[src/hw/rdc_pkg.sv]
// rdc_pkg: shared constants and types for the redriver control block
package rdc_pkg;

	// ---------------------------------------------------------------
	// clock and timing
	// ---------------------------------------------------------------
	localparam int CLK_MHZ          = 50;         // pclk rate
	localparam int CFG_HOLD_US      = 10;         // config_hold_interval
	localparam int CFG_HOLD_CYC     = CFG_HOLD_US * CLK_MHZ; // least: exact
	localparam int RXDET_INTV_MS    = 12;         // receiver detect period
	localparam int RXDET_INTV_CYC   = RXDET_INTV_MS * 1000 * CLK_MHZ;

	// ---------------------------------------------------------------
	// four-level strap codes
	// ---------------------------------------------------------------
	localparam logic [1:0] LVL_LOW    = 2'h0;   // strong low
	localparam logic [1:0] LVL_WLOW   = 2'h1;   // weak low
	localparam logic [1:0] LVL_OPEN   = 2'h2;   // floating
	localparam logic [1:0] LVL_HIGH   = 2'h3;   // strong high
	localparam logic [3:0] GAIN_MIN   = 4'h0;   // lowest setting

	// ---------------------------------------------------------------
	// apb register map (byte offsets)
	// ---------------------------------------------------------------
	localparam logic [7:0] OFS_CTRL   = 8'h00;  // mode override
	localparam logic [7:0] OFS_GAIN1  = 8'h04;  // port one gain
	localparam logic [7:0] OFS_GAIN2  = 8'h08;  // port two gain
	localparam logic [7:0] OFS_GAINT  = 8'h0c;  // tx side gain
	localparam logic [7:0] OFS_STRAP  = 8'h10;  // latched straps
	localparam logic [7:0] OFS_STAT   = 8'h14;  // link state
	localparam logic [7:0] OFS_EQ     = 8'h18;  // applied gains

	// ---------------------------------------------------------------
	// link power state
	// ---------------------------------------------------------------
	typedef enum logic [2:0] {
		LS_DISC,
		LS_U0,
		LS_U1,
		LS_U23
	} rdc_link_t;

endpackage : rdc_pkg

[src/hw/rdc_sync3.sv]
// rdc_sync3: three-flop synchroniser with agreement filter
`timescale 1ns/1ps
module rdc_sync3 #(
	parameter int W = 1
) (
	// clock and reset
	input  wire logic         pclk,
	input  wire logic         presetn,
	// pins
	input  wire logic [W-1:0] din,
	// synchronised level
	output logic      [W-1:0] dout
);
	// stage flops; s1 feeds only s2
	logic [W-1:0] s1_ff;
	logic [W-1:0] s2_ff;
	logic [W-1:0] s3_ff;
	logic [W-1:0] out_ff;
	logic [W-1:0] nxt_out;

	// accept a change only once stages two and three agree
	genvar i;
	generate
		for (i = 0; i < W; i++) begin : g_bit
			assign nxt_out[i] = (s2_ff[i] == s3_ff[i]) ? s2_ff[i]
			                                           : out_ff[i];
		end
	endgenerate

	// shift chain
	always_ff @(posedge pclk or negedge presetn) begin
		if (!presetn) begin
			s1_ff  <= '0;
			s2_ff  <= '0;
			s3_ff  <= '0;
			out_ff <= '0;
		end else begin
			s1_ff  <= din;
			s2_ff  <= s1_ff;
			s3_ff  <= s2_ff;
			out_ff <= nxt_out;
		end
	end

	assign dout = out_ff;

endmodule : rdc_sync3

[src/hw/rdc_top.sv]
// rdc_top: strap latch, equalization select and link state tracking
`timescale 1ns/1ps

// Behaviour
// - poll far-end receiver until one is found, and again while in u2/u3
// - after detection enable receive termination
// - lfps present disables equalization on path
// - otherwise apply strap or register gain
// - latch four-level straps at reset release
// - drop strap bias after hold interval
// - each strap resolves to one level
// - strap pair gives one of sixteen gains
// - rx ports share one strap pair, tx side has its own
// - rx ports and tx side controlled separately
// - serial strap chooses strap or register mode
// - link state from phy conditions and the detect period timer, held disconnected until straps are captured
// - levels encode 0,R,F,1 as 00..11
// - higher strap forms upper gain half
// - disconnected goes to u0 on both terminations
// - lfps in u2/u3 returns to u0
module rdc_top #(
	parameter int RXDET_CYC = rdc_pkg::RXDET_INTV_CYC // detect period
) (
	// clock and reset
	input  wire logic        pclk,
	input  wire logic        presetn,
	// internal power-good reset, rises to start config
	input  wire logic        power_good,
	// four-level straps, already resolved by the analog comparator
	input  wire logic [3:0]  rx_port_gain_straps,  // {hi,lo} 2-bit codes
	input  wire logic [3:0]  tx_side_gain_straps,  // {hi,lo} 2-bit codes
	input  wire logic [1:0]  serial_cfg_strap,     // register mode strap
	// phy conditions
	input  wire logic [1:0]  far_term_seen,        // {dfp,ufp} rx found
	input  wire logic [1:0]  elec_idle,            // {dfp,ufp}
	input  wire logic [2:0]  lfps_seen,            // {tx,p2,p1}
	// apb slave
	input  wire logic        psel,
	input  wire logic        penable,
	input  wire logic        pwrite,
	input  wire logic [7:0]  paddr,
	input  wire logic [31:0] pwdata,
	output logic      [31:0] prdata,
	output logic             pready,
	output logic             pslverr,
	// analog controls
	output logic             rx_detect_pulse,      // start detect cycle
	output logic             rx_term_en,           // own termination on
	output logic             strap_bias_en,        // strap pull network
	output logic      [3:0]  port_one_eq,          // applied gain
	output logic      [3:0]  port_two_eq,
	output logic      [3:0]  tx_side_eq,
	output logic      [1:0]  link_state            // 0 disc,1 u0,2 u1,3 u23
);
	import rdc_pkg::*;

	// ---------------------------------------------------------------
	// pin synchronisers
	// ---------------------------------------------------------------
	logic        pg_s;                          // synced power good
	logic [3:0]  rxs_s;                         // synced rx straps
	logic [3:0]  txs_s;                         // synced tx straps
	logic [1:0]  ser_s;                         // synced serial strap
	logic [1:0]  term_s;                        // synced terminations
	logic [1:0]  idle_s;                        // synced idle
	logic [2:0]  lfps_s;                        // synced lfps

	rdc_sync3 #(.W(18)) u_sync (
		.pclk    (pclk),
		.presetn (presetn),
		.din     ({power_good, rx_port_gain_straps, tx_side_gain_straps,
		           serial_cfg_strap, far_term_seen, elec_idle, lfps_seen}),
		.dout    ({pg_s, rxs_s, txs_s, ser_s, term_s, idle_s, lfps_s})
	);

	// ---------------------------------------------------------------
	// strap latch
	// ---------------------------------------------------------------
	logic        pg_d_ff;                       // previous power good
	logic        cfg_done_ff;                   // straps captured
	logic [3:0]  rxs_ff;                        // latched rx straps
	logic [3:0]  txs_ff;                        // latched tx straps
	logic [1:0]  ser_ff;                        // latched serial strap
	logic [15:0] hold_cnt_ff;                   // hold interval counter
	logic        bias_ff;                       // strap bias enable
	wire         pg_rise = pg_s & ~pg_d_ff;     // reset release edge
	wire         hold_end = (hold_cnt_ff == 16'(CFG_HOLD_CYC - 1));

	// one level each: a 2-bit code holds exactly one of four
	// level codes: comparator output already in 00/01/10/11 order
	// strap capture: once, on rising power good
	// hold values: loading only on the rise; low power good clears only cfg_done_ff
	always_ff @(posedge pclk or negedge presetn) begin
		if (!presetn) begin
			pg_d_ff     <= 1'b0;
			cfg_done_ff <= 1'b0;
			rxs_ff      <= {LVL_LOW, LVL_LOW};
			txs_ff      <= {LVL_LOW, LVL_LOW};
			ser_ff      <= LVL_LOW;
		end else begin
			pg_d_ff <= pg_s;
			if (!pg_s) begin
				cfg_done_ff <= 1'b0;
			end else if (pg_rise) begin
				cfg_done_ff <= 1'b1;
				rxs_ff      <= rxs_s;
				txs_ff      <= txs_s;
				ser_ff      <= ser_s;
			end
		end
	end

	// bias release: count hold interval after capture
	always_ff @(posedge pclk or negedge presetn) begin
		if (!presetn) begin
			hold_cnt_ff <= '0;
			bias_ff     <= 1'b1;
		end else if (!pg_s) begin
			hold_cnt_ff <= '0;
			bias_ff     <= 1'b1;
		end else if (cfg_done_ff && bias_ff) begin
			hold_cnt_ff <= hold_cnt_ff + 16'h1;
			if (hold_end) begin
				bias_ff <= 1'b0;
			end
		end
	end

	// ---------------------------------------------------------------
	// register file
	// ---------------------------------------------------------------
	logic        reg_force_ff;                  // software forces reg mode
	logic [3:0]  gsel1_ff;                      // port_one_gain_select
	logic [3:0]  gsel2_ff;                      // port_two_gain_select
	logic [3:0]  gselt_ff;                      // tx_side_gain_select
	logic [31:0] nxt_prdata;
	wire         acc    = psel & penable;
	wire         wr     = acc & pwrite;
	wire         hit    = (paddr == OFS_CTRL)  | (paddr == OFS_GAIN1) |
	                      (paddr == OFS_GAIN2) | (paddr == OFS_GAINT) |
	                      (paddr == OFS_STRAP) | (paddr == OFS_STAT)  |
	                      (paddr == OFS_EQ);

	// mode select: any strap level but strong low, or software, picks registers
	wire         reg_mode = (ser_ff != LVL_LOW) | reg_force_ff;

	// software writes, only at the access edge
	always_ff @(posedge pclk or negedge presetn) begin
		if (!presetn) begin
			reg_force_ff <= 1'b0;
			gsel1_ff     <= GAIN_MIN;
			gsel2_ff     <= GAIN_MIN;
			gselt_ff     <= GAIN_MIN;
		end else if (wr) begin
			if (paddr == OFS_CTRL)  reg_force_ff <= pwdata[0];
			if (paddr == OFS_GAIN1) gsel1_ff     <= pwdata[3:0];
			if (paddr == OFS_GAIN2) gsel2_ff     <= pwdata[3:0];
			if (paddr == OFS_GAINT) gselt_ff     <= pwdata[3:0];
		end
	end

	// read mux
	always_comb begin
		nxt_prdata = 32'h0;
		case (paddr)
			OFS_CTRL:  nxt_prdata = {31'h0, reg_force_ff};
			OFS_GAIN1: nxt_prdata = {28'h0, gsel1_ff};
			OFS_GAIN2: nxt_prdata = {28'h0, gsel2_ff};
			OFS_GAINT: nxt_prdata = {28'h0, gselt_ff};
			OFS_STRAP: nxt_prdata = {20'h0, cfg_done_ff, reg_mode,
			                         ser_ff, txs_ff, rxs_ff};
			OFS_STAT:  nxt_prdata = {27'h0, bias_ff, rx_term_en,
			                         link_state, 1'b0};
			OFS_EQ:    nxt_prdata = {20'h0, tx_side_eq, port_two_eq,
			                         port_one_eq};
			default:   nxt_prdata = 32'h0;
		endcase
	end

	// no wait state: pready and data registered from setup, valid in the first access cycle
	always_ff @(posedge pclk or negedge presetn) begin
		if (!presetn) begin
			prdata  <= 32'h0;
			pready  <= 1'b0;
			pslverr <= 1'b0;
		end else begin
			pready  <= psel & ~penable;
			pslverr <= psel & ~penable & ~hit;
			prdata  <= (psel & ~penable & ~pwrite) ? nxt_prdata : 32'h0;
		end
	end

	// ---------------------------------------------------------------
	// equalization selection
	// ---------------------------------------------------------------
	// gain pack: straps arrive as {higher, lower} codes already
	// sixteen settings: pair of 2-bit codes forms 4-bit gain
	// per path: rx straps feed ports, tx straps feed tx side
	// separate channels: each output picks its own source
	wire [3:0] g1_src = reg_mode ? gsel1_ff : rxs_ff;
	wire [3:0] g2_src = reg_mode ? gsel2_ff : rxs_ff;
	wire [3:0] gt_src = reg_mode ? gselt_ff : txs_ff;

	// lfps kills eq, else chosen gain, lowest before config
	function automatic logic [3:0] eq_pick(input logic done,
	                                       input logic lfps,
	                                       input logic [3:0] src);
		eq_pick = (!done || lfps) ? GAIN_MIN : src;
	endfunction : eq_pick

	always_ff @(posedge pclk or negedge presetn) begin
		if (!presetn) begin
			port_one_eq <= GAIN_MIN;
			port_two_eq <= GAIN_MIN;
			tx_side_eq  <= GAIN_MIN;
		end else begin
			port_one_eq <= eq_pick(cfg_done_ff, lfps_s[0], g1_src);
			port_two_eq <= eq_pick(cfg_done_ff, lfps_s[1], g2_src);
			tx_side_eq  <= eq_pick(cfg_done_ff, lfps_s[2], gt_src);
		end
	end

	// ---------------------------------------------------------------
	// link state tracking
	// ---------------------------------------------------------------
	rdc_link_t   st_ff;
	rdc_link_t   nxt_st;
	logic [31:0] det_cnt_ff;                    // detect period counter
	wire         both_term = &term_s;
	wire         both_idle = &idle_s;
	wire         any_lfps  = |lfps_s;
	wire         det_tick  = (det_cnt_ff == 32'(RXDET_CYC - 1));

	// phy and timer: transitions from termination, idle, lfps and det_tick
	always_comb begin
		nxt_st = st_ff;
		case (st_ff)
			// direct to u0 once both ends terminate
			LS_DISC: if (both_term) nxt_st = LS_U0;
			LS_U0:   if (!both_term) nxt_st = LS_DISC;
			         else if (both_idle) nxt_st = LS_U1;
			LS_U1:   if (!both_term) nxt_st = LS_DISC;
			         else if (!both_idle) nxt_st = LS_U0;
			         else if (det_tick) nxt_st = LS_U23;
			LS_U23:  if (!both_term) nxt_st = LS_DISC;
			         else if (any_lfps) nxt_st = LS_U0;
			default: nxt_st = LS_DISC;
		endcase
	end

	// periodic detect while disconnected or in u2/u3
	always_ff @(posedge pclk or negedge presetn) begin
		if (!presetn) begin
			st_ff           <= LS_DISC;
			det_cnt_ff      <= 32'h0;
			rx_detect_pulse <= 1'b0;
		end else if (!cfg_done_ff) begin
			st_ff           <= LS_DISC;
			det_cnt_ff      <= 32'h0;
			rx_detect_pulse <= 1'b0;
		end else begin
			st_ff           <= nxt_st;
			det_cnt_ff      <= det_tick ? 32'h0 : det_cnt_ff + 32'h1;
			rx_detect_pulse <= det_tick &
			                   ((st_ff == LS_DISC) | (st_ff == LS_U23));
		end
	end

	// termination on once a receiver is found
	always_ff @(posedge pclk or negedge presetn) begin
		if (!presetn) begin
			rx_term_en    <= 1'b0;
			link_state    <= 2'h0;
			strap_bias_en <= 1'b1;
		end else begin
			rx_term_en    <= (nxt_st != LS_DISC) & cfg_done_ff;
			// report disconnect while unconfigured, as the state flop does
			link_state    <= cfg_done_ff ? 2'(nxt_st) : 2'h0;
			strap_bias_en <= bias_ff;
		end
	end

endmodule : rdc_top

[config.mk]
export PLATFORM = sky130hd
export DESIGN_NAME = rdc_top
export DESIGN_NICKNAME = d
export VERILOG_FILES = /design/src/hw/rdc_pkg.sv /design/src/hw/rdc_sync3.sv /design/src/hw/rdc_top.sv
export SDC_FILE = /design/constraint.sdc
export NUM_CORES = 1
export LEC_CHECK = 0
export ABC_AREA = 1
export BUFFER_PORTS_ARGS = -buffer_cell sky130_fd_sc_hd__buf_2
export CAP_MARGIN = 20
export CORE_UTILIZATION = 35
export CTS_BUF_LIST = sky130_fd_sc_hd__clkbuf_8
export DETAILED_ROUTE_END_ITERATION = 10
export PLACE_DENSITY = 0.66
export SYNTH_ARGS = -nofsm -noshare
export SYNTH_HDL_FRONTEND = slang
export SYNTH_SLANG_ARGS = --single-unit
[constraint.sdc]
create_clock -name pclk -period 1.5 [get_ports pclk]
set_input_delay 0.3 -clock pclk [delete_from_list [all_inputs] [get_ports pclk]]
set_output_delay 0.3 -clock pclk [all_outputs]
set_load 0.005 [all_outputs]
# Word level (Yosys, flattened, before mapping)
# Index checks and enable logic that the tools add are counted.
dict set report op_classes {
  n_mux 29
  n_bitwise 20
  reduce_logical 18
  n_addsub 2
  eq_ne 32
}
# cell count
set ops {}
lappend ops {{$mux 32} 3}
lappend ops {{$pmux 12 s7} 1}
lappend ops {{$add 32x1->32 const B} 1}
lappend ops {{$eq 32x20->1 const B} 1}
lappend ops {{$mux 16} 2}
lappend ops {{$mux 3} 9}
lappend ops {{$eq 8x5->1 const B} 3}
lappend ops {{$mux 4} 6}
lappend ops {{$eq 1x1->1} 18}
lappend ops {{$add 16x1->16 const B} 1}
lappend ops {{$eq 16x9->1 const B} 1}
lappend ops {{$eq 8x4->1 const B} 2}
lappend ops {{$reduce_and 2->1} 8}
lappend ops {{$pmux 3 s4} 1}
lappend ops {{$and 1x1->1} 8}
lappend ops {{$eq 8x3->1 const B} 1}
lappend ops {{$logic_not 8->1} 1}
lappend ops {{$or 1x1->1} 8}
lappend ops {{$eq 3x2->1 const B} 2}
lappend ops {{$mux 1} 6}
lappend ops {{$ne 2x2->1 const B} 3}
lappend ops {{$not 1->1} 4}
lappend ops {{$eq 3x1->1 const B} 1}
lappend ops {{$logic_not 3->1} 1}
lappend ops {{7 further kinds} 9}
dict set report word_totals {
  out_inout_bits 51
  register_bits 200
  in_bits 63
}

# Longest topological paths before layout
# Gate-level depths: netlist of the first run.
dict set report logic_depth {
  word_depth 9
  mapped_depth 11
  mapped_depth_nobuf 11
}

# Hierarchy
# A second synthesis of the first run with hierarchy kept.
dict set report hier_totals {
  hier_cells 830
  area_unflattened_um2 7591.0
}
# mod n_inst area_per_inst_um2 cells_each seq_area_each_um2
set by_module_without_submodules {}
lappend by_module_without_submodules {rdc_top 1 5496.5 686 2655.0}
lappend by_module_without_submodules {rdc_sync3 1 2094.5 144 1801.7}

# Worst setup path after synthesis of the first run
# No wires, ideal clock.
dict set report synth_timing {
  path_type {register to register}
  startpoint {reg det_cnt_ff[0]}
  endpoint {reg det_cnt_ff[9]}
  t_required_ps 1381
  setup_ps 119
  path_stages_with_launch 10
  path_slack_ps 61
  t_arrival_ps 1320
  period_less_slack_ps 1439
  cell_sequence {dfrtp_1 > ha_1 > nand2_1 > nor2_1 > nand3_1 > nor2_1 > nand2_1 > nand2_2 > buf_6 > nor2_1}
}
dict set report synth_between {
  elab_chain_len 3
  word_cells_on_any_way 4
  cone_classes {1 x add/sub; 1 x eq/ne; 2 x mux}
}
# element line_no
set synth_lines {}
lappend synth_lines {{start: declaration} rdc_top.sv:228} ;# logic [31:0] det_cnt_ff;
lappend synth_lines {{start signal: assignment} rdc_top.sv:263} ;# det_cnt_ff <= det_tick ? 32'h0 : det_cnt_ff + 32'h1;
lappend synth_lines {{$add 32x1->32 / $eq 32x20->1 (equally long branches)} {rdc_top.sv:263, rdc_top.sv:232}}
lappend synth_lines {{$mux 32 *} rdc_top.sv:263}
lappend synth_lines {{$mux 32 *} rdc_top.sv:257} ;# end else if (!cfg_done_ff) begin
# Every way passes the cells marked *; elsewhere a longest branch is shown, timed or not.
# A chain may end at the register's enable or synchronous reset.

# Final worst setup path of the first run
dict set report layout_timing {
  startpoint {reg det_cnt_ff[1]}
  endpoint {reg det_cnt_ff[5]}
}
# Same word-level chain as after synthesis.

==> flow_summary.json, run 1 <==
{
  "start_util_pct": 35.63,
  "io_pins": 114,
  "path_cells": "ha_4 > nand2_1 > nor2_4 > nand3_2 > nor2_2 > nand2_2 > nand2_4 > clkbuf_16 > a211oi_2",
  "core_um2": 21020,
  "drv_cap": 0,
  "drtIter0Drc": 365,
  "antenna_left": 0,
  "stdcell_area_um2": 9519,
  "power.density_nw_per_um2": 994.4,
  "vias_per_cell": 4.615,
  "synth_top_cells_by_area": "dfrtp_1 59%, nand2_1 8.4%, nor2_1 5.3%",
  "vdd_ir_drop_max_mv": 0.6433,
  "cts-root-buf": "clkbuf_8",
  "ys_seq_area_share_pct": 59.51,
  "areaGrowthSynthToFinish_pct": 27.10,
  "setup_viol": 13,
  "io_buffers": 65,
  "synth_edf_count": 0,
  "netSwitchingFraction_pct": 27.85,
  "die-area_um2": 21990,
  "grtUsageTotal_pct": 16.09,
  "fmax_mhz": 654.7,
  "leakage_nw": 4.328,
  "fin_nets": 1004,
  "final.setup_skew_ns": 0.02143,
  "die_h_um": 148.3,
  "cts_buffer_depth": 2,
  "placed_area_um2": 8537,
  "numCtsBuffers": 17,
  "drc": 0,
  "async_flop_share_pct": 100.0,
  "cp-start-kind": "flip-flop",
  "place_ws_ns": -0.1680,
  "grt_overflow": 0,
  "clk_pin_slew_ns": 0.10,
  "syn_avg_cell_area_um2": 9.639,
  "wirelength_mm": 16.91,
  "synthCells": 777,
  "hpwlAfterDp_mm": 12.28,
  "min-delay-path-class": "in -> reg",
  "syn_area_um2": 7490,
  "htreeDepth": 4,
  "internal-power_mw": 6.829,
  "routed-via-count": 5662,
  "critPathCaptureType": "flip-flop",
  "maxSlewViolCount": 0,
  "yosysTopAreaCell": "dfrtp_1",
  "ys_warn_count": 0,
  "diodes": 0,
  "drive_gt1_share_pct": 28.47,
  "final_common_cell": "dfrtp_1",
  "cp_top_family": "simple AND/OR/NAND/NOR gates",
  "grt_pass1_vias": 5534,
  "row_count": 53,
  "n_fill_cell": 1977,
  "combPwrFrac_pct": 8.7,
  "gp_congestion": 0.9077,
  "cp_slowest_cell": "dfrtp_1",
  "cpPeakStageDelay_ns": 0.41,
  "fin_crit_ns": 1.527,
  "synth_top_area_share_pct": 58.80,
  "grt_max_degree": 44,
  "failed_checks": "setup timing",
  "sequentialPowerShare_pct": 55.3,
  "power.switching_mw": 2.637,
  "power.share.clock_pct": 36.0,
  "die-width_um": 148.3,
  "antenna_found_initial": 0,
  "wl_per_cell_um": 13.78,
  "crit_fanout": 6,
  "critical_path_class": "reg -> reg",
  "cts_tree": "yes",
  "final_cell_mix": "176 x dfrtp_1, 154 x nand2_1, 91 x nor2_1",
  "grt_setup_unrepaired": "yes",
  "synth_cell_types": 42,
  "hold_viol_final": 0,
  "required_ns": 1.85,
  "crit_buf_inv": 1,
  "numClockSinks": 178,
  "synthFlopType": "dfrtp_1",
  "grt_pass1_wl_mm": 27.65,
  "period_share_pct": 101.8,
  "outcome": "finished with violations",
  "critPathArrivalTime_ns": 1.88,
  "dr.pass1.iters": 5,
  "ys_ff_latch": 178,
  "clock_latency_ns": 0.47,
  "fin_ws_ns": -0.02731
}
repair_timing:
| action | in CTS | in global routing |
|---|---|---|
| cloned | 0 | 1 |
| pin swaps | 9 | 18 |
| resized for setup | 24 | 45 |
| hold endpoints to repair | 53 | 0 |
| hold buffers | 20 | 0 |
| setup endpoints to repair | 23 | 39 |
| buffers inserted | 1 | 7 |
stage by stage:
stage / hold slack, ns / util (%) / std cells / TNS (ns) / power, mW
after detailed placement: 0.2333 / 40.61 / 1166 / -1.732 / 6.081
after CTS: 0.06340 / 44.09 / 1219 / -0.09540 / 9.557
after global routing: 0.08096 / 45.28 / 1227 / -2.184 / 9.912
final: 0.09351 / 45.28 / 1227 / -0.1905 / 9.466
after floorplan: 0.004409 / - / 797 / 0 / 5.678
after global placement: 0.2330 / 40.61 / 1166 / -0.6136 / 6.058
worst reg2reg max path, delay by kind of cell, from the launching register on:
family	cells	cell delay, ns
AOI/OAI and AO/OA	1	0.03
buffers and inverters	1	0.16
and+or+nand+nor	6	0.66
DFF	1	0.41
adders and majority gates	1	0.16
final cells by class:
cell class,instances,area (um^2),area share (%)
Clock inverter,15,186.4,1.958
Sequential cell,178,4457,46.82
Clock buffer,17,234.0,2.458
Inverter,72,272.8,2.865
Timing Repair Buffer,155,1145,12.03
Multi-Input combinational cell,515,2880,30.26
Tap cell,275,344.1,3.615
synthesized netlist by cell type, types with 3 or more instances:
master,number
a21oi_2,8
a21oi_1,29
a22oi_1,3
nand3_2,3
inv_2,7
buf_4,22
nor2_2,12
nor3_1,23
a31oi_1,3
o21ai_1,5
nand4_1,11
xnor2_1,3
nor4_1,3
maj3_1,18
nor2_1,105
nand2_2,3
xor2_1,12
inv_1,65
nand2_1,167
nand3_1,23
nor3b_1,4
o21ai_0,26
buf_2,5
mux2_2,8
dfrtp_1,176
nor3_2,10
path summary, 6_finish.rpt:
path	startpoint	end	slack (ns)	cells after the start
min reg2reg	u_sync.s1_ff[17]	u_sync.s2_ff[17]	0.36	0
max in group asynchronous	presetn	strap_bias_en	0.60	3
min	psel	pslverr	0.09	3
max	det_cnt_ff[1]	det_cnt_ff[5]	-0.03	9
max reg2reg	det_cnt_ff[1]	det_cnt_ff[5]	-0.03	9
min in group asynchronous	presetn	prdata[6]	0.30	2
cells by family (layout without fill, tap and decap cells):
kind of cell,count (synthesis),count (layout),synth area share (%)
AO/OA/AOI/OAI,78,78,5.981
XOR/XNOR,15,15,1.754
adder cells (fa/ha/maj),20,20,2.740
buffers and inverters,104,259,6.599
flip-flops,178,178,59.51
multiplexers,8,8,1.203
other,1,21,0.05007
AND/OR/NAND/NOR,373,373,22.17
routing by layer:
layer	vias up	part of all wire [%]	wire, um	GRT usage [%]
met2	149	45	7573	24.51
met4	0	1.9	328	4.742
li1	2798	-	-	-
met3	21	4.4	751	3.681
met1	2694	49	8258	22.80
met5	-	0	0	0
state kept, by name, summed over array words and instances (netlist names), 2 cells and up:
| name | flops |
|---|---|
| det_cnt_ff | 32 |
| gselt_ff | 4 |
| hold_cnt_ff | 16 |
| gsel1_ff | 4 |
| ser_ff | 2 |
| u_sync.s3_ff | 18 |
| st_ff | 2 |
| port_two_eq | 4 |
| gsel2_ff | 4 |
| tx_side_eq | 4 |
| u_sync.s2_ff | 18 |
| rxs_ff | 4 |
| port_one_eq | 4 |
| u_sync.s1_ff | 18 |
| u_sync.dout | 18 |
| txs_ff | 4 |
| prdata | 12 |
power by group through the flow:
| stage | Sequential [mW] | Combinational [mW] | Clock (mW) |
|---|---|---|---|
| 2_1_floorplan | 5.26 | 0.417 | 0 |
| 3_3_place_gp | 5.31 | 0.745 | 0 |
| 3_5_place_dp | 5.32 | 0.759 | 0 |
| 4_1_cts | 5.23 | 0.808 | 3.52 |
| 5_1_grt | 5.26 | 0.934 | 3.72 |
| 6_report | 5.23 | 0.827 | 3.41 |
Note: power is estimated with default switching activity, not from simulation.
==> run 2: changes to the inputs <==
Settings changed: CORE_UTILIZATION 35 to 45, PLACE_DENSITY 0.66 to 0.79.
==> flow_summary.json, run 2 (synthesis gave the netlist of run 1 again) <==
{
  "total_power_mw": 9.320,
  "drtIter0Drc": 505,
  "outcome": "finished with violations",
  "gp_congestion": 0.8929,
  "io_buffers": 65,
  "critical_path_class": "reg -> reg",
  "antenna_found_initial": 0,
  "grt_pass1_wl_mm": 26.60,
  "startpoint": "det_cnt_ff[1]",
  "cp-start-kind": "flip-flop",
  "multi_input_area_um2": 2819,
  "vias_per_cell": 4.936,
  "hold_viol_final": 0,
  "critPathArrivalTime_ns": 1.86,
  "regMostFlops": "det_cnt_ff",
  "failed_checks": "setup timing",
  "crit_fanout": 7,
  "r2r_slack_ns": -0.0008,
  "r2r-end": "det_cnt_ff[13]",
  "place_ws_ns": -0.08283,
  "final.setup_skew_ns": 0.01318,
  "grtUsageTotal_pct": 20.59,
  "grt_setup_unrepaired": "yes",
  "path_cells": "ha_4 > nand2_2 > nor2_4 > nand3_2 > nor2_2 > nand2_2 > nand2_4 > clkbuf_16 > nor2_1",
  "core_um2": 16060,
  "setup_viol": 3,
  "wl_per_cell_um": 14.17,
  "critical_path.endpoint": "det_cnt_ff[13]",
  "power.density_nw_per_um2": 1006,
  "areaGrowthSynthToFinish_pct": 23.67,
  "row_count": 46,
  "final_cell_mix": "176 x dfrtp_1, 161 x nand2_1, 90 x nor2_1",
  "clock_latency_ns": 0.47,
  "routed-via-count": 5701,
  "cts_tree": "yes",
  "r2r_cells": 9,
  "fmax_mhz": 666.3,
  "final.setup.tns_ns": -0.001647,
  "final_common_cell": "dfrtp_1",
  "die-width_um": 131.0,
  "fin_nets": 991,
  "start_util_pct": 46.64,
  "leakage_nw": 4.247,
  "min-delay-path-class": "in -> reg",
  "required_ns": 1.86,
  "regArea_um2": 4457,
  "grt_overflow": 0,
  "cp_slowest_cell": "dfrtp_1",
  "largest_reg_flops": 32,
  "drv_cap": 0,
  "cts-root-buf": "clkbuf_8",
  "io_pins": 114,
  "drive_gt1_share_pct": 26.20,
  "fin_cells": 1155,
  "dp.cells": 1095,
  "period_share_pct": 100.1,
  "die_h_um": 131.0,
  "clk_pin_slew_ns": 0.10,
  "htreeDepth": 4,
  "diodes": 0,
  "fin_ws_ns": -0.0007930,
  "reg2reg_from": "det_cnt_ff[1]",
  "maxSlewViolCount": 0,
  "grt_pass1_vias": 5448,
  "drc": 0,
  "numCtsBuffers": 17,
  "critPathCaptureType": "flip-flop",
  "dr.pass1.iters": 5,
  "wirelength_mm": 16.36,
  "vdd_ir_drop_max_mv": 0.7116,
  "cpMostUsedCell": "nand2_2",
  "fin_crit_ns": 1.501,
  "cpPeakStageDelay_ns": 0.43,
  "die-area_um2": 17160,
  "n_fill_cell": 1351,
  "cts_buffer_depth": 2,
  "hold_ws_ns": 0.06303,
  "grt_max_degree": 38,
  "antenna_left": 0,
  "numClockSinks": 178,
  "hpwlAfterDp_mm": 11.62
}
==> run 2: what timing repair did <==
| action | CTS | global route |
|---|---|---|
| pin swaps | 0 | 17 |
| hold buffers | 20 | 0 |
| endpoints found under the setup margin | 22 | 39 |
| cloned | 0 | 1 |
| gates resized for setup | 9 | 46 |
| buffers inserted | 0 | 8 |
| hold endpoints to repair | 48 | 0 |
==> run 2: stage by stage <==
| step | instance area [um^2] | util (%) |
|---|---|---|
| 6_report | 9263 | 57.68 |
| 5_1_grt | 9263 | 57.68 |
| 4_1_cts | 9004 | 56.07 |
| 3_5_place_dp | 8386 | 52.22 |
| 3_3_place_gp | 8386 | 52.22 |
| 2_1_floorplan | 7565 | - |
==> run 2: metal layers <==
metal	vias up	track usage [%]	share of wire (%)
met3	26	4.153	5.2
met1	2721	29.14	47
met4	0	7.302	1.9
li1	2772	-	-
met5	-	0	0
met2	182	31.53	46
==> run 2: layout make-up <==
type	count	share of cell area (%)
clock inverter	15	1.661
inverter	72	2.945
multi-input combinational	515	30.43
timing repair buffer	142	11.40
tap	216	2.918
sequential	178	48.12
clock buffer	17	2.526
==> run 2: how the worst min path moves through the flow <==
stage          startpoint               to  cells past startpoint
6_report             psel           pready                      3
5_1_grt              psel           pready                      3
4_1_cts              psel           pready                      3
3_5_place_dp      presetn  u_sync.s1_ff[4]                      1
3_3_place_gp      presetn  u_sync.s1_ff[4]                      1
2_1_floorplan     presetn      cfg_done_ff                      0
==> run 2: worst max-delay path, delay by kind of cell, from the launching register on <==
kind | cells | cell delay [ns]
AND/OR/NAND/NOR | 7 | 0.63
flip-flops | 1 | 0.43
buffers and inverters | 1 | 0.16
adder cells (fa/ha/maj) | 1 | 0.17
==> run 2: report_power, final <==
part / switching (mW) / internal (mW) / leakage, nW
Sequential: 0.189 / 5.05 / 2.28
Clock: 1.88 / 1.37 / 0.200
Combinational: 0.475 / 0.365 / 1.77
Total: 2.54 / 6.78 / 4.25
==> run 3: changes to the inputs <==
Settings changed: ABC_AREA 1 to default.
==> flow_summary.json, run 3 <==
{
  "final_cell_mix": "171 x dfrtp_1, 98 x buf_4, 63 x buf_2",
  "top_layer": "met4",
  "grt_overflow": 0,
  "wl_per_cell_um": 17.12,
  "hold_viol_final": 0,
  "synth_top_cells_by_area": "dfrtp_1 61%, mux2_2 3.9%, a21oi_1 3.2%",
  "synthSimpleGateAreaFrac_pct": 16.24,
  "wl_met3_um": 817,
  "met1_length_mm": 7.513,
  "crit_fanout": 4,
  "drive_gt1_share_pct": 40.97,
  "numClockSinks": 178,
  "maxSlewViolCount": 0,
  "fin_nets": 877,
  "wl_met2_mm": 9.071,
  "final_common_cell": "dfrtp_1",
  "row_count": 45,
  "synth-compound-area-share_pct": 7.628,
  "wirelength_mm": 17.74,
  "htreeDepth": 4,
  "die-width_um": 128.6,
  "grt_pass1_vias": 5696,
  "hpwlAfterDp_mm": 11.43,
  "dp.cells": 960,
  "start_util_pct": 46.78,
  "diodes": 0,
  "yosysTopAreaCell": "dfrtp_1",
  "vias_per_cell": 5.387,
  "numCtsBuffers": 17,
  "grt_pass1_wl_mm": 28.30,
  "regMostFlops": "det_cnt_ff",
  "fin_crit_ns": 1.844,
  "io_buffers": 65,
  "synth_edf_count": 0,
  "cp-start-kind": "flip-flop",
  "async_flop_share_pct": 100.0,
  "synth-adder-area-share_pct": 2.843,
  "core_um2": 15430,
  "antenna_left": 0,
  "critPathCaptureType": "flip-flop",
  "synth_top_area_share_pct": 61.03,
  "drc": 0,
  "grt_max_degree": 53,
  "clock_latency_ns": 0.47,
  "gp_congestion": 0.8639,
  "ys_seq_area_share_pct": 61.75,
  "cts_tree": "yes",
  "critical_path_class": "reg -> reg",
  "yosys.area_share.xor_xnor_pct": 2.063,
  "total_power_mw": 9.402,
  "die-area_um2": 16550,
  "synthCells": 606,
  "ys_warn_count": 0,
  "hold_ws_ns": 0.1083,
  "fin_cells": 1036,
  "io_pins": 114,
  "muxShareOfSynthArea_pct": 5.704,
  "syn_area_um2": 7217,
  "cts_buffer_depth": 2,
  "fmax_mhz": 542.4,
  "final.setup_skew_ns": 0.01164,
  "areaGrowthSynthToFinish_pct": 36.69,
  "setup_viol": 51,
  "clk_pin_slew_ns": 0.10,
  "failed_checks": "setup timing",
  "synth_top_family_by_area": "simple AND/OR/NAND/NOR gates",
  "period_share_pct": 122.9,
  "syn_avg_cell_area_um2": 11.91,
  "cts-root-buf": "clkbuf_8",
  "synthFlopType": "dfrtp_1",
  "ys_ff_latch": 178,
  "critPathArrivalTime_ns": 2.21,
  "grt_setup_unrepaired": "yes",
  "dr.pass1.iters": 5,
  "drtIter0Drc": 388,
  "leakage_nw": 4.365,
  "synthTopCellsByCount": "176 x dfrtp_1, 46 x a21oi_1, 46 x nand2_1",
  "min-delay-path-class": "in -> reg",
  "die_h_um": 128.6,
  "power.density_nw_per_um2": 953.2,
  "synth_cell_types": 59,
  "required_ns": 1.87,
  "vdd_ir_drop_max_mv": 0.5918,
  "antenna_found_initial": 0,
  "grtUsageTotal_pct": 22.06,
  "drv_cap": 0,
  "routed-via-count": 5581,
  "synth_most_common_cell": "dfrtp_1",
  "n_fill_cell": 1107,
  "largest_reg_flops": 32,
  "outcome": "finished with violations",
  "fin_ws_ns": -0.3437
}
run 3: changes by cell type after synthesis, sizes merged, moves of 8 or more:
cell	previous run	this run
o21ai	31	16
or4	0	13
mux2	8	25
nand2	170	46
clkbuf	2	11
or3	0	13
inv	72	7
nor3	33	11
and4	0	8
nand4	11	19
mux2i	0	13
nor2	119	40
o31ai	0	10
a21oi	37	46
run 3: worst paths after layout:
check                           depth (start not counted)  slack [ns]         endpoint             from
worst max-delay path                                    7       -0.34   det_cnt_ff[29]    det_cnt_ff[6]
worst min-delay path                                    2        0.11      gsel1_ff[2]        pwdata[2]
worst max register to register                          7       -0.34   det_cnt_ff[29]    det_cnt_ff[6]
worst min register to register                          0        0.35  u_sync.s2_ff[7]  u_sync.s1_ff[7]
max in group asynchronous                               3        0.64    strap_bias_en          presetn
min in group asynchronous                               2        0.26  u_sync.s3_ff[8]          presetn
run 3: final cells by class:
| type | count | area, um^2 | share of cell area, % |
|---|---|---|---|
| Timing Repair Buffer | 207 | 1604 | 16.26 |
| Clock buffer | 18 | 247.7 | 2.511 |
| Clock inverter | 14 | 137.6 | 1.395 |
| Tap cell | 211 | 264.0 | 2.676 |
| Sequential cell | 178 | 4463 | 45.24 |
| Multi-Input combinational cell | 400 | 3118 | 31.61 |
| Inverter | 8 | 30.03 | 0.3044 |
run 3: worst max-delay path, cell delays in order (launching register included):
cell	delay [ns]
dfrtp_1	0.37
buf_6	0.12
buf_6	0.10
nand4_1	0.18
nor4_4	0.39
buf_4	0.21
a21oi_1	0.08
nor4_2	0.30
run 3: cell families (layout without fill, tap and decap cells):
| family | count (synthesis) | in the layout |
|---|---|---|
| buffers and inverters | 48 | 247 |
| other | 1 | 21 |
| flip-flops | 178 | 178 |
| multiplexers | 38 | 38 |
| adder cells (fa/ha/maj) | 20 | 20 |
| XOR/XNOR | 17 | 17 |
| AO/OA/AOI/OAI | 92 | 92 |
| AND/OR/NAND/NOR | 212 | 212 |
run 3: layer usage:
| metal | vias to the layer above | global-route usage (%) |
|---|---|---|
| li1 | 2555 | - |
| met1 | 2816 | 28.40 |
| met2 | 180 | 36.72 |
| met3 | 30 | 4.823 |
| met4 | 0 | 8.235 |
| met5 | - | 0 |
run 3: what timing repair did:
action                     CTS  global route
setup endpoints to repair   52            53
gates cloned                 2             0
setup buffers               19            11
gates resized for setup     76            54
hold endpoints to repair    57             0
pin swaps                   34            29
hold buffers                19             0
run 3: metrics by stage:
stage | area, um^2 | utilization, % | setup TNS (ns) | setup slack (ns)
4_1_cts | 9604 | 62.25 | -8.305 | -0.2719
5_1_grt | 9864 | 63.94 | -11.59 | -0.4344
2_1_floorplan | 7461 | - | -8.863 | -0.4600
6_report | 9864 | 63.94 | -9.147 | -0.3437
3_5_place_dp | 8554 | 55.45 | -17.25 | -0.6449
3_3_place_gp | 8554 | 55.45 | -15.11 | -0.5911
run 3: power by group:
group          total [mW]  switching (mW)  internal, mW
combinational       0.990           0.528         0.462
sequential           5.25           0.205          5.05
clock                3.16            1.89          1.27
